**config.mk**
```make
export PLATFORM = sky130hd
export DESIGN_NAME = msgbuf_ctrl
export DESIGN_NICKNAME = d
export VERILOG_FILES = /design/src/include/msgbuf_pkg.sv /design/src/design/msgbuf_ctrl.sv /design/src/design/prio_pick.sv
export SDC_FILE = /design/constraint.sdc
export NUM_CORES = 2
export LEC_CHECK = 0
export BUFFER_PORTS_ARGS = -buffer_cell sky130_fd_sc_hd__clkbuf_2
export CAP_MARGIN = 10
export CORE_UTILIZATION = 40
export CTS_BUF_LIST = sky130_fd_sc_hd__clkbuf_4 sky130_fd_sc_hd__clkbuf_8 sky130_fd_sc_hd__clkbuf_16
export DETAILED_ROUTE_END_ITERATION = 10
export PLACE_DENSITY = 0.56
export REMOVE_ABC_BUFFERS = 1
export SLEW_MARGIN = 0
export SYNTH_ARGS = -nofsm -noshare
export SYNTH_HDL_FRONTEND = slang
export SYNTH_SLANG_ARGS = --single-unit
export TNS_END_PERCENT = 30
```
**constraint.sdc**
```tcl
create_clock -name pclk -period 44.4 [get_ports pclk]
set_clock_uncertainty 0.05 [all_clocks]
set_input_delay 4.44 -clock pclk [delete_from_list [all_inputs] [get_ports pclk]]
set_output_delay 4.44 -clock pclk [all_outputs]
set_load 0.005 [all_outputs]
```
**src/include/msgbuf_pkg.sv**
```systemverilog
package msgbuf_pkg;

  // ----------------------------------------------------------------
  // sizes
  // ----------------------------------------------------------------
  localparam int NUM_BUF = 15;
  localparam int BUF_IDX_W = 4;
  localparam int PRI_W = 4;
  localparam int DATA_W = 32;

  // ----------------------------------------------------------------
  // state codes of the four-bit status field
  // ----------------------------------------------------------------
  localparam logic [3:0] ST_RX_IDLE = 4'h0;
  localparam logic [3:0] ST_RX_ARMED = 4'h2;
  localparam logic [3:0] ST_RX_HOLD = 4'h4;
  localparam logic [3:0] ST_RX_OVERRUN = 4'h6;
  localparam logic [3:0] ST_TX_IDLE = 4'h8;
  localparam logic [3:0] ST_TX_AWAIT = 4'hA;
  localparam logic [3:0] ST_TX_ONCE = 4'hC;
  localparam logic [3:0] ST_TX_ONCE_AWAIT = 4'hE;
  localparam int ST_BUSY_BIT = 0;
  localparam int ST_TX_BIT = 3;

  // ----------------------------------------------------------------
  // register map, a status word and an id word per buffer plus a config word and a global accept mask word
  // ----------------------------------------------------------------
  localparam logic [11:0] ADDR_BUF_BASE = 12'h000;
  localparam logic [11:0] ADDR_BUF_ID_BASE = 12'h040;
  localparam logic [11:0] ADDR_CONFIG = 12'h080;
  localparam logic [11:0] ADDR_GLOBAL_ACCEPT_MASK = 12'h084;
  localparam int CFG_LOCK_BIT = 0;
  // status word: [3:0] state, [7:4] priority, [11:8] length, [12] lock
  localparam int FLD_PRI_LSB = 4;
  localparam int FLD_LEN_LSB = 8;
  localparam int FLD_LOCK_BIT = 12;
  // id word: [28:0] identifier, [31] remote request bit
  localparam int FLD_RTR_BIT = 31;
  localparam logic [31:0] RST_ID = 32'h0000_0000;
  localparam logic [31:0] RST_GLOBAL_ACCEPT_MASK = 32'h0000_0000;
  // minimum cycles for a copy from the hidden buffer
  localparam int COPY_CYCLES = 17;

  // ----------------------------------------------------------------
  // bit engine events
  // ----------------------------------------------------------------
  typedef struct packed {
    logic rx_valid;       // frame validated, hidden buffer ready
    logic rx_remote;      // that frame is a remote frame
    logic [31:0] rx_id;
    logic [3:0] rx_len;
    logic crc_start;      // current frame reached its crc field
    logic frame_start;    // next frame begins on the bus
    logic tx_ok;          // frame sent successfully
    logic tx_fail;        // error or arbitration lost
    logic bus_idle;       // reception or error signalling ended
  } engine_ev_s;

  typedef struct packed {
    logic tx_req;
    logic [BUF_IDX_W-1:0] tx_buf;
    logic copy_busy;
  } engine_rsp_s;

endpackage

```
**src/design/msgbuf_ctrl.sv**
```systemverilog
// Operation
// - idle receive 0000, armed receive 0010
// - accepted frame shows copying, then holding
// - frame into holding shows 0101, then overrun
// - armed buffer with enable requests interrupt when held
// - status top bit one means transmit buffer
// - idle transmit takes data; send code starts
// - success returns idle; failure keeps retrying
// - sent remote request moves to armed receive
// - await-remote answers remote frame then waits
// - send-then-await sends first, then awaits
// - in progress: only upper status bits writable
// - from crc field schedule best pending buffer
// - scheduled buffer cancellable until frame starts
// - displaced scheduled buffer returns to its pending send code
// - on error or lost arbitration reselect later
// - writes to busy bit ignored
// - busy bit set during copy, cleared after
// - rank by priority above buffer number, smallest wins
// - receive lock holds buffer until rearmed
`timescale 1ns/1ps
module msgbuf_ctrl
  import msgbuf_pkg::*;
#(
  parameter int N = NUM_BUF,
  parameter int COPY_LEN = COPY_CYCLES
) (
  input wire logic pclk,
  input wire logic presetn,
  input wire logic psel,
  input wire logic penable,
  input wire logic pwrite,
  input wire logic [11:0] paddr,
  input wire logic [31:0] pwdata,
  output logic [31:0] prdata,
  output logic pready,
  output logic pslverr,
  input wire engine_ev_s ev,
  input wire logic [N-1:0] irq_enable,
  output engine_rsp_s rsp_q,
  output logic [N-1:0] irq_req_q
);

  // ----------------------------------------------------------------
  // storage
  // ----------------------------------------------------------------
  logic [3:0] st_q [N];
  logic [PRI_W-1:0] pri_q [N];
  logic [3:0] len_q [N];
  logic [31:0] id_q [N];
  logic [N-1:0] lock_q;
  logic lock_en_q;
  logic [31:0] global_accept_mask_q;

  // current transmitter and scheduled next buffer
  logic cur_v_q, nxt_v_q;
  logic [BUF_IDX_W-1:0] cur_q, nxt_q;

  // copy engine
  typedef enum logic [1:0] {CP_IDLE = 2'b00, CP_RUN = 2'b01, CP_DONE = 2'b11} copy_e;
  copy_e cp_q;
  logic [4:0] cp_cnt_q;
  logic [BUF_IDX_W-1:0] cp_buf_q;
  logic [31:0] hid_id_q;
  logic [3:0] hid_len_q;

  // ----------------------------------------------------------------
  // bus decode
  // ----------------------------------------------------------------
  logic wr, rd;
  logic [BUF_IDX_W-1:0] widx;
  logic hit_st, hit_id, hit_ok;
  assign wr = psel && penable && pwrite;
  assign rd = psel && !penable && !pwrite;
  assign widx = paddr[5:2];
  assign hit_st = (paddr[11:6] == ADDR_BUF_BASE[11:6]) && (widx < BUF_IDX_W'(N));
  assign hit_id = (paddr[11:6] == ADDR_BUF_ID_BASE[11:6]) && (widx < BUF_IDX_W'(N));
  assign hit_ok = hit_st || hit_id || paddr == ADDR_CONFIG || paddr == ADDR_GLOBAL_ACCEPT_MASK;

  // ----------------------------------------------------------------
  // receive match, lowest number first
  // ----------------------------------------------------------------
  logic m_found, m_remote_tx;
  logic [BUF_IDX_W-1:0] m_idx;
  always_comb begin
    m_found = 1'b0;
    m_remote_tx = 1'b0;
    m_idx = '0;
    for (int i = 0; i < N; i++) begin
      if (!m_found && ((id_q[i] ^ ev.rx_id) & ~global_accept_mask_q) == 32'h0) begin
        if (!ev.rx_remote && !lock_q[i] &&
            (st_q[i] == ST_RX_ARMED || st_q[i] == ST_RX_HOLD)) begin
          m_found = 1'b1;
          m_idx = BUF_IDX_W'(i);
        end else if (ev.rx_remote && st_q[i] == ST_TX_AWAIT) begin
          m_found = 1'b1;
          m_remote_tx = 1'b1;
          m_idx = BUF_IDX_W'(i);
        end
      end
    end
  end

  // ----------------------------------------------------------------
  // transmit pick among single-send and send-then-await buffers
  // ----------------------------------------------------------------
  logic [N-1:0] pend;
  logic [N*PRI_W-1:0] pri_flat;
  logic p_found;
  logic [BUF_IDX_W-1:0] p_idx;
  for (genvar g = 0; g < N; g++) begin : g_pend
    assign pend[g] = (st_q[g] == ST_TX_ONCE || st_q[g] == ST_TX_ONCE_AWAIT)
                     && !(cur_v_q && cur_q == BUF_IDX_W'(g));
    assign pri_flat[g*PRI_W +: PRI_W] = pri_q[g];
  end
  prio_pick #(.N(N)) u_pick (
    .req(pend),
    .pri(pri_flat),
    .found(p_found),
    .idx(p_idx)
  );
  logic [7:0] p_rank, n_rank;
  assign p_rank = {pri_q[p_idx], p_idx};
  assign n_rank = {pri_q[nxt_q], nxt_q};

  // ----------------------------------------------------------------
  // copy engine
  // ----------------------------------------------------------------
  always_ff @(posedge pclk or negedge presetn) begin
    if (!presetn) begin
      cp_q <= CP_IDLE;
      cp_cnt_q <= '0;
      cp_buf_q <= '0;
      hid_id_q <= RST_ID;
      hid_len_q <= '0;
    end else begin
      unique case (cp_q)
        CP_IDLE: begin
          if (ev.rx_valid && m_found && !m_remote_tx) begin
            cp_q <= CP_RUN;
            cp_cnt_q <= 5'(COPY_LEN - 1);
            cp_buf_q <= m_idx;
            hid_id_q <= ev.rx_id;
            hid_len_q <= ev.rx_len;
          end
        end
        CP_RUN: begin
          if (cp_cnt_q == 5'h0) cp_q <= CP_DONE;
          else cp_cnt_q <= cp_cnt_q - 5'h1;
        end
        CP_DONE: cp_q <= CP_IDLE;
      endcase
    end
  end

  // ----------------------------------------------------------------
  // status, data and scheduling
  // ----------------------------------------------------------------
  always_ff @(posedge pclk or negedge presetn) begin
    if (!presetn) begin
      for (int i = 0; i < N; i++) begin
        st_q[i] <= ST_RX_IDLE;
        pri_q[i] <= '0;
        len_q[i] <= '0;
        id_q[i] <= RST_ID;
      end
      lock_q <= '0;
      lock_en_q <= 1'b0;
      global_accept_mask_q <= RST_GLOBAL_ACCEPT_MASK;
      cur_v_q <= 1'b0;
      nxt_v_q <= 1'b0;
      cur_q <= '0;
      nxt_q <= '0;
      irq_req_q <= '0;
    end else begin
      irq_req_q <= '0;
      // software writes
      if (wr && hit_st) begin
        if (st_q[widx][ST_BUSY_BIT] || (cp_q != CP_IDLE && cp_buf_q == widx)) begin
          st_q[widx][3:1] <= pwdata[3:1];
        end else begin
          st_q[widx] <= {pwdata[3:1], 1'b0};
          pri_q[widx] <= pwdata[FLD_PRI_LSB +: PRI_W];
          len_q[widx] <= pwdata[FLD_LEN_LSB +: 4];
        end
        if (pwdata[3:0] == ST_RX_ARMED) lock_q[widx] <= 1'b0;
        if (nxt_v_q && nxt_q == widx && pwdata[3:0] == ST_TX_IDLE) begin
          nxt_v_q <= 1'b0;
          st_q[widx] <= ST_TX_IDLE;
        end
      end
      if (wr && hit_id && !st_q[widx][ST_BUSY_BIT]) id_q[widx] <= pwdata;
      if (wr && paddr == ADDR_CONFIG) lock_en_q <= pwdata[CFG_LOCK_BIT];
      if (wr && paddr == ADDR_GLOBAL_ACCEPT_MASK) global_accept_mask_q <= pwdata;
      // receive copy: busy set at start, result at end
      if (cp_q == CP_IDLE && ev.rx_valid && m_found) begin
        if (m_remote_tx) begin
          st_q[m_idx] <= ST_TX_ONCE_AWAIT;
        end else begin
          st_q[m_idx][ST_BUSY_BIT] <= 1'b1;
        end
      end
      if (cp_q == CP_DONE) begin
        id_q[cp_buf_q] <= hid_id_q;
        len_q[cp_buf_q] <= hid_len_q;
        unique case (st_q[cp_buf_q][3:1])
          3'b001: st_q[cp_buf_q] <= ST_RX_HOLD;
          3'b010: st_q[cp_buf_q] <= ST_RX_OVERRUN;
          3'b011: st_q[cp_buf_q] <= ST_RX_OVERRUN;
          default: st_q[cp_buf_q] <= {st_q[cp_buf_q][3:1], 1'b0};
        endcase
        if (st_q[cp_buf_q][3:1] == 3'b001 && irq_enable[cp_buf_q]) begin
          irq_req_q[cp_buf_q] <= 1'b1;
        end
        if (lock_en_q) lock_q[cp_buf_q] <= 1'b1;
      end
      // scheduling from the crc field of the running frame
      if ((ev.crc_start || !cur_v_q) && p_found &&
          (!nxt_v_q || p_rank < n_rank)) begin
        if (nxt_v_q) st_q[nxt_q] <= {st_q[nxt_q][3:1], 1'b0};
        nxt_v_q <= 1'b1;
        nxt_q <= p_idx;
        st_q[p_idx][ST_BUSY_BIT] <= 1'b1;
      end
      if (ev.frame_start && nxt_v_q && !cur_v_q) begin
        cur_v_q <= 1'b1;
        cur_q <= nxt_q;
        nxt_v_q <= 1'b0;
      end
      // end of a transmission
      if (cur_v_q && ev.tx_ok) begin
        cur_v_q <= 1'b0;
        unique case (st_q[cur_q][3:1])
          3'b111: st_q[cur_q] <= ST_TX_AWAIT;
          3'b110: st_q[cur_q] <= id_q[cur_q][FLD_RTR_BIT] ? ST_RX_ARMED : ST_TX_IDLE;
          default: st_q[cur_q] <= {st_q[cur_q][3:1], 1'b0};
        endcase
      end
      if (cur_v_q && ev.tx_fail) begin
        // back to pending so a fresh pick happens on the next cycle; tx_req still waits for bus_idle
        cur_v_q <= 1'b0;
        st_q[cur_q] <= {st_q[cur_q][3:1], 1'b0};
      end
    end
  end

  // ----------------------------------------------------------------
  // engine request and bus answer
  // ----------------------------------------------------------------
  always_ff @(posedge pclk or negedge presetn) begin
    if (!presetn) begin
      rsp_q <= '0;
    end else begin
      rsp_q.tx_req <= nxt_v_q && !cur_v_q && ev.bus_idle;
      rsp_q.tx_buf <= nxt_q;
      rsp_q.copy_busy <= cp_q != CP_IDLE;
    end
  end

  always_ff @(posedge pclk or negedge presetn) begin
    if (!presetn) begin
      prdata <= '0;
      pready <= 1'b0;
      pslverr <= 1'b0;
    end else begin
      pready <= psel && !penable;
      pslverr <= psel && !penable && !hit_ok;
      if (rd) begin
        prdata <= '0;
        if (hit_st) begin
          prdata <= {19'h0, lock_q[widx], len_q[widx], pri_q[widx], st_q[widx]};
        end else if (hit_id) begin
          prdata <= id_q[widx];
        end else if (paddr == ADDR_CONFIG) begin
          prdata <= {31'h0, lock_en_q};
        end else if (paddr == ADDR_GLOBAL_ACCEPT_MASK) begin
          prdata <= global_accept_mask_q;
        end
      end
    end
  end

  // ----------------------------------------------------------------
  // checks
  // ----------------------------------------------------------------
  property p_copy_len;
    @(posedge pclk) disable iff (!presetn)
      (cp_q == CP_IDLE && ev.rx_valid && m_found && !m_remote_tx)
      |=> (cp_q == CP_RUN) [*8];
  endproperty
  a_copy_len: assert property (p_copy_len) else $error("copy ended early");

  property p_busy_shown;
    @(posedge pclk) disable iff (!presetn)
      (cp_q == CP_RUN) |-> st_q[cp_buf_q][ST_BUSY_BIT];
  endproperty
  a_busy_shown: assert property (p_busy_shown) else $error("busy not shown in copy");

  property p_hold_after;
    @(posedge pclk) disable iff (!presetn)
      (cp_q == CP_DONE && st_q[cp_buf_q] == 4'h3) |=> st_q[$past(cp_buf_q)] == ST_RX_HOLD;
  endproperty
  a_hold_after: assert property (p_hold_after) else $error("hold not reached");

  property p_overrun;
    @(posedge pclk) disable iff (!presetn)
      (cp_q == CP_DONE && st_q[cp_buf_q] == 4'h5) |=> st_q[$past(cp_buf_q)] == ST_RX_OVERRUN;
  endproperty
  a_overrun: assert property (p_overrun) else $error("overrun not reached");

  property p_irq;
    @(posedge pclk) disable iff (!presetn)
      (cp_q == CP_DONE && st_q[cp_buf_q] == 4'h3 && irq_enable[cp_buf_q])
      |=> irq_req_q[$past(cp_buf_q)];
  endproperty
  a_irq: assert property (p_irq) else $error("no interrupt request");

  property p_one_sched;
    @(posedge pclk) disable iff (!presetn)
      nxt_v_q |-> st_q[nxt_q][ST_BUSY_BIT];
  endproperty
  a_one_sched: assert property (p_one_sched) else $error("scheduled buffer not busy");

  property p_tx_ok;
    @(posedge pclk) disable iff (!presetn)
      (cur_v_q && ev.tx_ok && st_q[cur_q] == 4'hD && !id_q[cur_q][FLD_RTR_BIT])
      |=> st_q[$past(cur_q)] == ST_TX_IDLE && !cur_v_q;
  endproperty
  a_tx_ok: assert property (p_tx_ok) else $error("not idle after send");

  property p_await;
    @(posedge pclk) disable iff (!presetn)
      (cur_v_q && ev.tx_ok && st_q[cur_q] == 4'hF) |=> st_q[$past(cur_q)] == ST_TX_AWAIT;
  endproperty
  a_await: assert property (p_await) else $error("await not entered");

  property p_ready;
    @(posedge pclk) disable iff (!presetn)
      (psel && !penable) |=> pready ##1 !pready;
  endproperty
  a_ready: assert property (p_ready) else $error("bad pready timing");

endmodule

```
**src/design/prio_pick.sv**
```systemverilog
`timescale 1ns/1ps
module prio_pick
  import msgbuf_pkg::*;
#(
  parameter int N = NUM_BUF
) (
  input wire logic [N-1:0] req,
  input wire logic [N*PRI_W-1:0] pri,
  output logic found,
  output logic [BUF_IDX_W-1:0] idx
);
  // ----------------------------------------------------------------
  // smallest {priority, number} wins; ties go to the lower number
  // ----------------------------------------------------------------
  logic [7:0] best;
  always_comb begin
    found = 1'b0;
    idx = '0;
    best = 8'hFF;
    for (int i = 0; i < N; i++) begin
      if (req[i] && (!found || {pri[i*PRI_W +: PRI_W], 4'(i)} < best)) begin
        found = 1'b1;
        idx = BUF_IDX_W'(i);
        best = {pri[i*PRI_W +: PRI_W], 4'(i)};
      end
    end
  end
endmodule

```
After elaboration in Yosys (flattened, before gate mapping)
Index checks and enable logic that the tools add are counted.
{"block": "classes", "add_sub_neg": 1, "n_mul": 0, "div_mod_pow": 0, "order_cmp": 32, "n_eq_ne": 106, "n_shift": 0, "muxes": 287, "bitwise_logic": 58, "reduce_logical": 285}
{"cell": "$bwmux W480", "n": 2}
{"cell": "$mux W480", "n": 2}
{"cell": "$mux W60", "n": 15}
{"cell": "$bwmux W60", "n": 10}
{"cell": "$and A32 B32 Y32", "n": 15}
{"cell": "$logic_not A32 Y1", "n": 15}
{"cell": "$xor A32 B32 Y32", "n": 15}
{"cell": "$mux W32", "n": 10}
{"cell": "$mux W4", "n": 69}
{"cell": "$bmux W32 S4", "n": 2}
{"cell": "$demux W32 S4", "n": 2}
{"cell": "$pmux W60 S2", "n": 2}
{"cell": "$eq A4 B4 Y1 const B", "n": 53}
{"cell": "$logic_and A1 B1 Y1", "n": 139}
{"cell": "$bmux W4 S4", "n": 8}
{"cell": "$demux W4 S4", "n": 8}
{"cell": "$mux W1", "n": 121}
{"cell": "$lt A8 B8 Y1", "n": 15}
{"cell": "$or A60 B60 Y60", "n": 2}
{"cell": "$mux W8", "n": 14}
{"cell": "$and A45 B45 Y45", "n": 2}
{"cell": "$mux W15", "n": 6}
{"cell": "$not A45 Y45", "n": 2}
{"cell": "$eq A4 B3 Y1 const B", "n": 19}
{"cell": "45 further kinds", "n": 221}
{"block": "totals", "regBits": 820, "latchBits": 0, "mem_bits_rw": 0, "romBits": 0, "elab_cells": 848, "memories": 0}

Depth between registers and ports, before layout
{"block": "depth", "depth_word": 76, "mapped_depth": 140, "depth_no_buf": 136}

Modules after synthesis
From an unflattened synthesis, not the netlist that was laid out.
{"block": "hier_totals", "hier_cells": 5959, "hier_area_um2": 57731.6}
{"mod": "msgbuf_ctrl", "instances": 1, "cells_per_inst": 5531, "area_each_um2": 54723.7, "seq_area_each_um2": 20519.7}
{"mod": "prio_pick", "instances": 1, "cells_per_inst": 428, "area_each_um2": 3007.9, "seq_area_each_um2": 0.0}

Worst setup path before layout
Ideal clock, no wire load.
{"block": "synth_path", "path_kind": "register to register", "start": "register cur_q[2]", "end": "register st_q[50] (netlist bit)", "setup_time_ns": 0.125, "arrival_time_ns": 23.806, "path_slack_ns": 20.419, "stages_incl_launch_ff": 130, "n_path_buf": 5, "synth_period_minus_slack_ns": 23.981, "cell_sequence": "dfrtp_1 buf_2 or4b_1 o21ai_0 nor2_1 ha_1 a221oi_1 o21bai_1 a21oi_1 nand2_1 o21ai_0 inv_1 ha_1 nor2_1 a21oi_1 mux2_2 o211ai_1 and2_0 (+94 left out) o21ai_0 nand2b_1 a21o_1 inv_1 or3_1 buf_2 o22a_1 a21oi_1 nor4_1 ha_1 a21o_1 a21o_1 a21oi_1 nand2_1 nor4_1 o21ai_1 mux2_1 mux2_2"}
{"block": "synth_via", "elab_chain_len": 74, "word_cells_on_any_way": 189, "cone_classes": "order compare (17); eq/ne (16); mux (59); bitwise (5); reduce/logical (92)"}
{"element": "from (decl)", "line": "msgbuf_ctrl.sv:57", "rtl": "logic [BUF_IDX_W-1:0] cur_q, nxt_q;"}
{"element": "from (signal assigned)", "line": "msgbuf_ctrl.sv:227", "rtl": "cur_q <= nxt_q;"}
{"element": "$logic_not A4 Y1", "line": "msgbuf_ctrl.sv:113", "rtl": "&& !(cur_v_q && cur_q == BUF_IDX_W'(g));"}
{"element": "$logic_and A1 B1 Y1", "line": "msgbuf_ctrl.sv:113"}
{"element": "$logic_not A1 Y1", "line": "msgbuf_ctrl.sv:113"}
{"element": "$logic_and A1 B1 Y1", "line": "msgbuf_ctrl.sv:113"}
{"element": "$mux W8 / $mux W1 (equally long branches)", "line": "prio_pick.sv:21", "rtl": "if (req[i] && (!found || {pri[i*PRI_W +: PRI_W], 4'(i)} < best)) begin"}
{"element": "$lt A8 B8 Y1 / $logic_not A1 Y1 (equally long branches)", "line": "prio_pick.sv:21"}
{"element": "$logic_or A1 B1 Y1", "line": "prio_pick.sv:21"}
{"element": "$logic_and A1 B1 Y1", "line": "prio_pick.sv:21"}
{"element": "(+58 left out)"}
{"element": "$logic_or A1 B1 Y1", "line": "msgbuf_ctrl.sv:219", "rtl": "(!nxt_v_q || p_rank < n_rank)) begin"}
{"element": "$logic_and A1 B1 Y1", "line": "msgbuf_ctrl.sv:218", "rtl": "if ((ev.crc_start || !cur_v_q) && p_found &&"}
{"element": "$mux W60", "line": "msgbuf_ctrl.sv:218"}
{"element": "$bwmux W60 (tied with other cells)", "line": "msgbuf_ctrl.sv:236", "rtl": "default: st_q[cur_q] <= {st_q[cur_q][3:1], 1'b0};"}
{"element": "$pmux W60 S2", "line": "msgbuf_ctrl.sv:233", "rtl": "unique case (st_q[cur_q][3:1])"}
{"element": "$mux W60", "line": "msgbuf_ctrl.sv:231", "rtl": "if (cur_v_q && ev.tx_ok) begin"}
{"element": "$bwmux W60", "line": "msgbuf_ctrl.sv:242", "rtl": "st_q[cur_q] <= {st_q[cur_q][3:1], 1'b0};"}
{"element": "$mux W60 (*)", "line": "msgbuf_ctrl.sv:239", "rtl": "if (cur_v_q && ev.tx_fail) begin"}
{"element": "to (signal, indexed assignment)", "line": "msgbuf_ctrl.sv:235", "rtl": "3'b110: st_q[cur_q] <= id_q[cur_q][FLD_RTR_BIT] ? ST_RX_ARMED : ST_TX_IDLE;"}
{"element": "to (signal, indexed assignment)", "line": "msgbuf_ctrl.sv:236"}
{"element": "to (signal, indexed assignment)", "line": "msgbuf_ctrl.sv:242"}
{"element": "to (decl)", "line": "msgbuf_ctrl.sv:47", "rtl": "logic [3:0] st_q [N];"}
Mark *: on every way between the ends. The rest lies on a longest branch, timed or not. The select of a mux whose other input is x is not followed.
A chain may end at the register's enable or synchronous reset.

Worst setup path after layout
Same ends and word-level chain as after synthesis.

==> impl_metrics.toml <==
[yosys]
synth_area_um2 = 56800
synth_xor_xnor_area_share = 0.0761
synth.avg_cell_area_um2 = 9.44
ys_top_cells_by_count = "nand2_1, dfrtp_1, o21ai_0"
synth.area.top_cells = "dfrtp_1, mux2i_1, mux4_2"
synth.area.mux_share = 0.239
yosys.area_share.simple = 0.123
synth_most_common_cell = "nand2_1"
synth_compound_area_frac = 0.148
synth_area_leader_cell = "dfrtp_1"
synth_top_area_share = 0.362
synth.distinct_cells = 104
ys_dominant_reg_cell = "dfrtp_1"
synthCells = 6013
synthArstFlopShare = 1.00
ys_warn_count = 0
synth_fa_ha_area_frac = 0.00904
synth_seq_cells = 820
synth_top_family_by_area = "multiplexers"
synth-edff-count = 0
yosysSeqAreaShare = 0.362

[cells_and_area]
fin_cells = 7822
nets = 6005
layout-drive-gt1-share = 0.161
syn_to_final_growth_pct = 10.5

[floorplanning]
die_h_um = 379
start_util = 0.405
die_area_um2 = 143000
fp.dieW_um = 379
io_pins = 162
fp-row-count = 137
core_um2 = 140000

[route]
final_antenna_net_count = 0
drc_errors = 0
dr.pass1.iters = 6
routed_wl_um = 273000
viasPerCell = 6.58
first_iter_violations = 7046
wl_per_cell_um = 34.9
routed-via-count = 51500

[sta]
hold_ws_ps = 449
hold_violations = 0
setup_viol = 0
fmax_mhz = 34.8
rsz0062_at_grt = "false"
timing.final.crit_share = 0.648
drv_slew = 0
setup_tns_ps = 0
setup_ws_ps = 15650
worstMarginPinSlew_ps = 1240
fin_crit_ps = 28750
slew_headroom = 0.168

[placed_design]
dpl.cell_count = 7630
gp_congestion = 1.02
place_ws_ps = 15590
io_buffers = 161
hpwl_um = 183000

[worst_setup_path]
cpMaxStageDelayCell = "or4b_1"
worstPathRequired_ps = 44990
cp.arrival_ps = 29340
critPathMaxFanout = 19
startpoint_type = "register"
cp_top_family = "compound AO/OA/AOI/OAI gates"
crit_path_frequent_cell = "ha_1"
cp_num_buf_inv = 10
slowest_delay_ps = 710
setup.worst_path.class = "reg2reg"
end_kind = "register"

[status]
status = "completed"

[clocking]
cts_made_buffers = 100
postCtsSetupRepairBufs = 0
cts_hold_buf = 0
clkLatencyLatePin_ps = 770
cts_sinks = 820
cts.htree.levels = 3
postCtsResizedCells = 0
clockBufferDepth = 3
cts_root_buf = "clkbuf_16"
cts_tree = "done"
path_clk_slew_ps = 60

[flow_run]
drv_cap = 0

[power]
p_int_mw = 1.47
comb_power_share = 0.245
p_per_area_nw_per_um2 = 35.8
p_switching_mw = 0.773
ir_drop_mv = 0.0338
p_clk_frac = 0.394
p_seq_frac = 0.362
p_leak_nw = 21.5
swShare = 0.345

[global_routing]
grt_pass1_wl_um = 382000
antenna_found_initial = 27
grt_max_degree = 84
grt_pass1_vias = 48300
track_usage = 0.376
grt_overflow = 0

[worst_hold_path]
hold_class = "reg2reg"
cell families after synthesis:
logic type | Yosys count
AND/OR/NAND/NOR | 1580
buffers and inverters | 643
flip-flops | 820
AO/OA/AOI/OAI | 1396
multiplexers | 1040
XOR/XNOR | 493
adder cells (fa/ha/maj) | 41
state kept, by name (all words and copies together), names as in the netlist, 15 cells and up:
signal	count
prdata	32
global_accept_mask_q	32
irq_req_q	15
st_q	60
hid_id_q	32
id_q	480
lock_q	15
len_q	60
pri_flat	60
metal layers:
metal	up-vias	global-route usage	share of wire
met5	-	0	0.00067
met2	3542	0.565	0.43
met3	887	0.0884	0.11
met4	28	0.231	0.075
met1	25600	0.489	0.38
li1	21400	-	-
power groups by stage:
stage	clock, mW	sequential, mW	combinational [mW]
4_1_cts	0.889	0.807	0.533
6_report	0.884	0.811	0.549
3_5_place_dp	0	0.820	0.531
2_1_floorplan	0	0.805	0.296
5_1_grt	0.914	0.810	0.574
3_3_place_gp	0	0.820	0.533
worst register-to-register path: cells and delay by family (launching register included):
kind                       cells  cell delay [ps]
muxes                         10             2830
and+or+nand+nor               34             7490
buffers and inverters         10             1130
adders and majority gates     15             4180
DFF                            1              680
AOI/OAI and AO/OA             59            12210
per-stage QoR:
stage           util  power [mW]  instance area [µm²]
2_1_floorplan      -        1.10                54600
3_3_place_gp   0.422        1.35                59200
3_5_place_dp   0.422        1.35                59200
4_1_cts        0.447        2.23                62700
6_report       0.447        2.24                62700
5_1_grt        0.447        2.30                62700
cell type report:
| cell class | instances | area [µm²] |
|---|---|---|
| Clock buffer | 149 | 3040 |
| Timing Repair Buffer | 311 | 1980 |
| Multi-Input combinational cell | 4550 | 34100 |
| Antenna cell | 10 | 25.0 |
| Tap cell | 1876 | 2350 |
| Clock inverter | 32 | 435 |
| Inverter | 74 | 278 |
| Fill cell | 13500 | 77500 |
| Sequential cell | 820 | 20500 |
final timing paths:
| kind | from | end | slack, ps | cells past startpoint |
|---|---|---|---|---|
| max in group asynchronous | presetn | id_q[253] | 37530 | 4 |
| worst min-delay path | cp_cnt_q[0] | cp_cnt_q[0] | 450 | 1 |
| worst max register to register | cur_q[2] | st_q[50] | 15650 | 128 |
| worst max-delay path | cur_q[2] | st_q[50] | 15650 | 128 |
| min in group asynchronous | presetn | lock_q[4] | 3660 | 1 |
| worst min register to register | cp_cnt_q[0] | cp_cnt_q[0] | 450 | 1 |
cell usage in the layout, fill, tap and decap left out, drive strengths merged, types with 15 or more instances in the layout:
cell type	instances
nand2	884
dfrtp	820
o21ai	748
mux2i	666
xnor2	484
clkbuf	305
nor2	261
o22ai	252
mux4	239
buf	155
mux2	135
nor4	85
a21oi	80
inv	75
nor3	71
nand3	69
a31oi	48
nand2b	42
ha	41
a22oi	32
nand4	30
nor2b	29
and2	24
or3	21
clkinv	21
a32oi	20
o211ai	19
a211oi	18
a22o	17
o221ai	15
(Power assumes the default switching activity.)
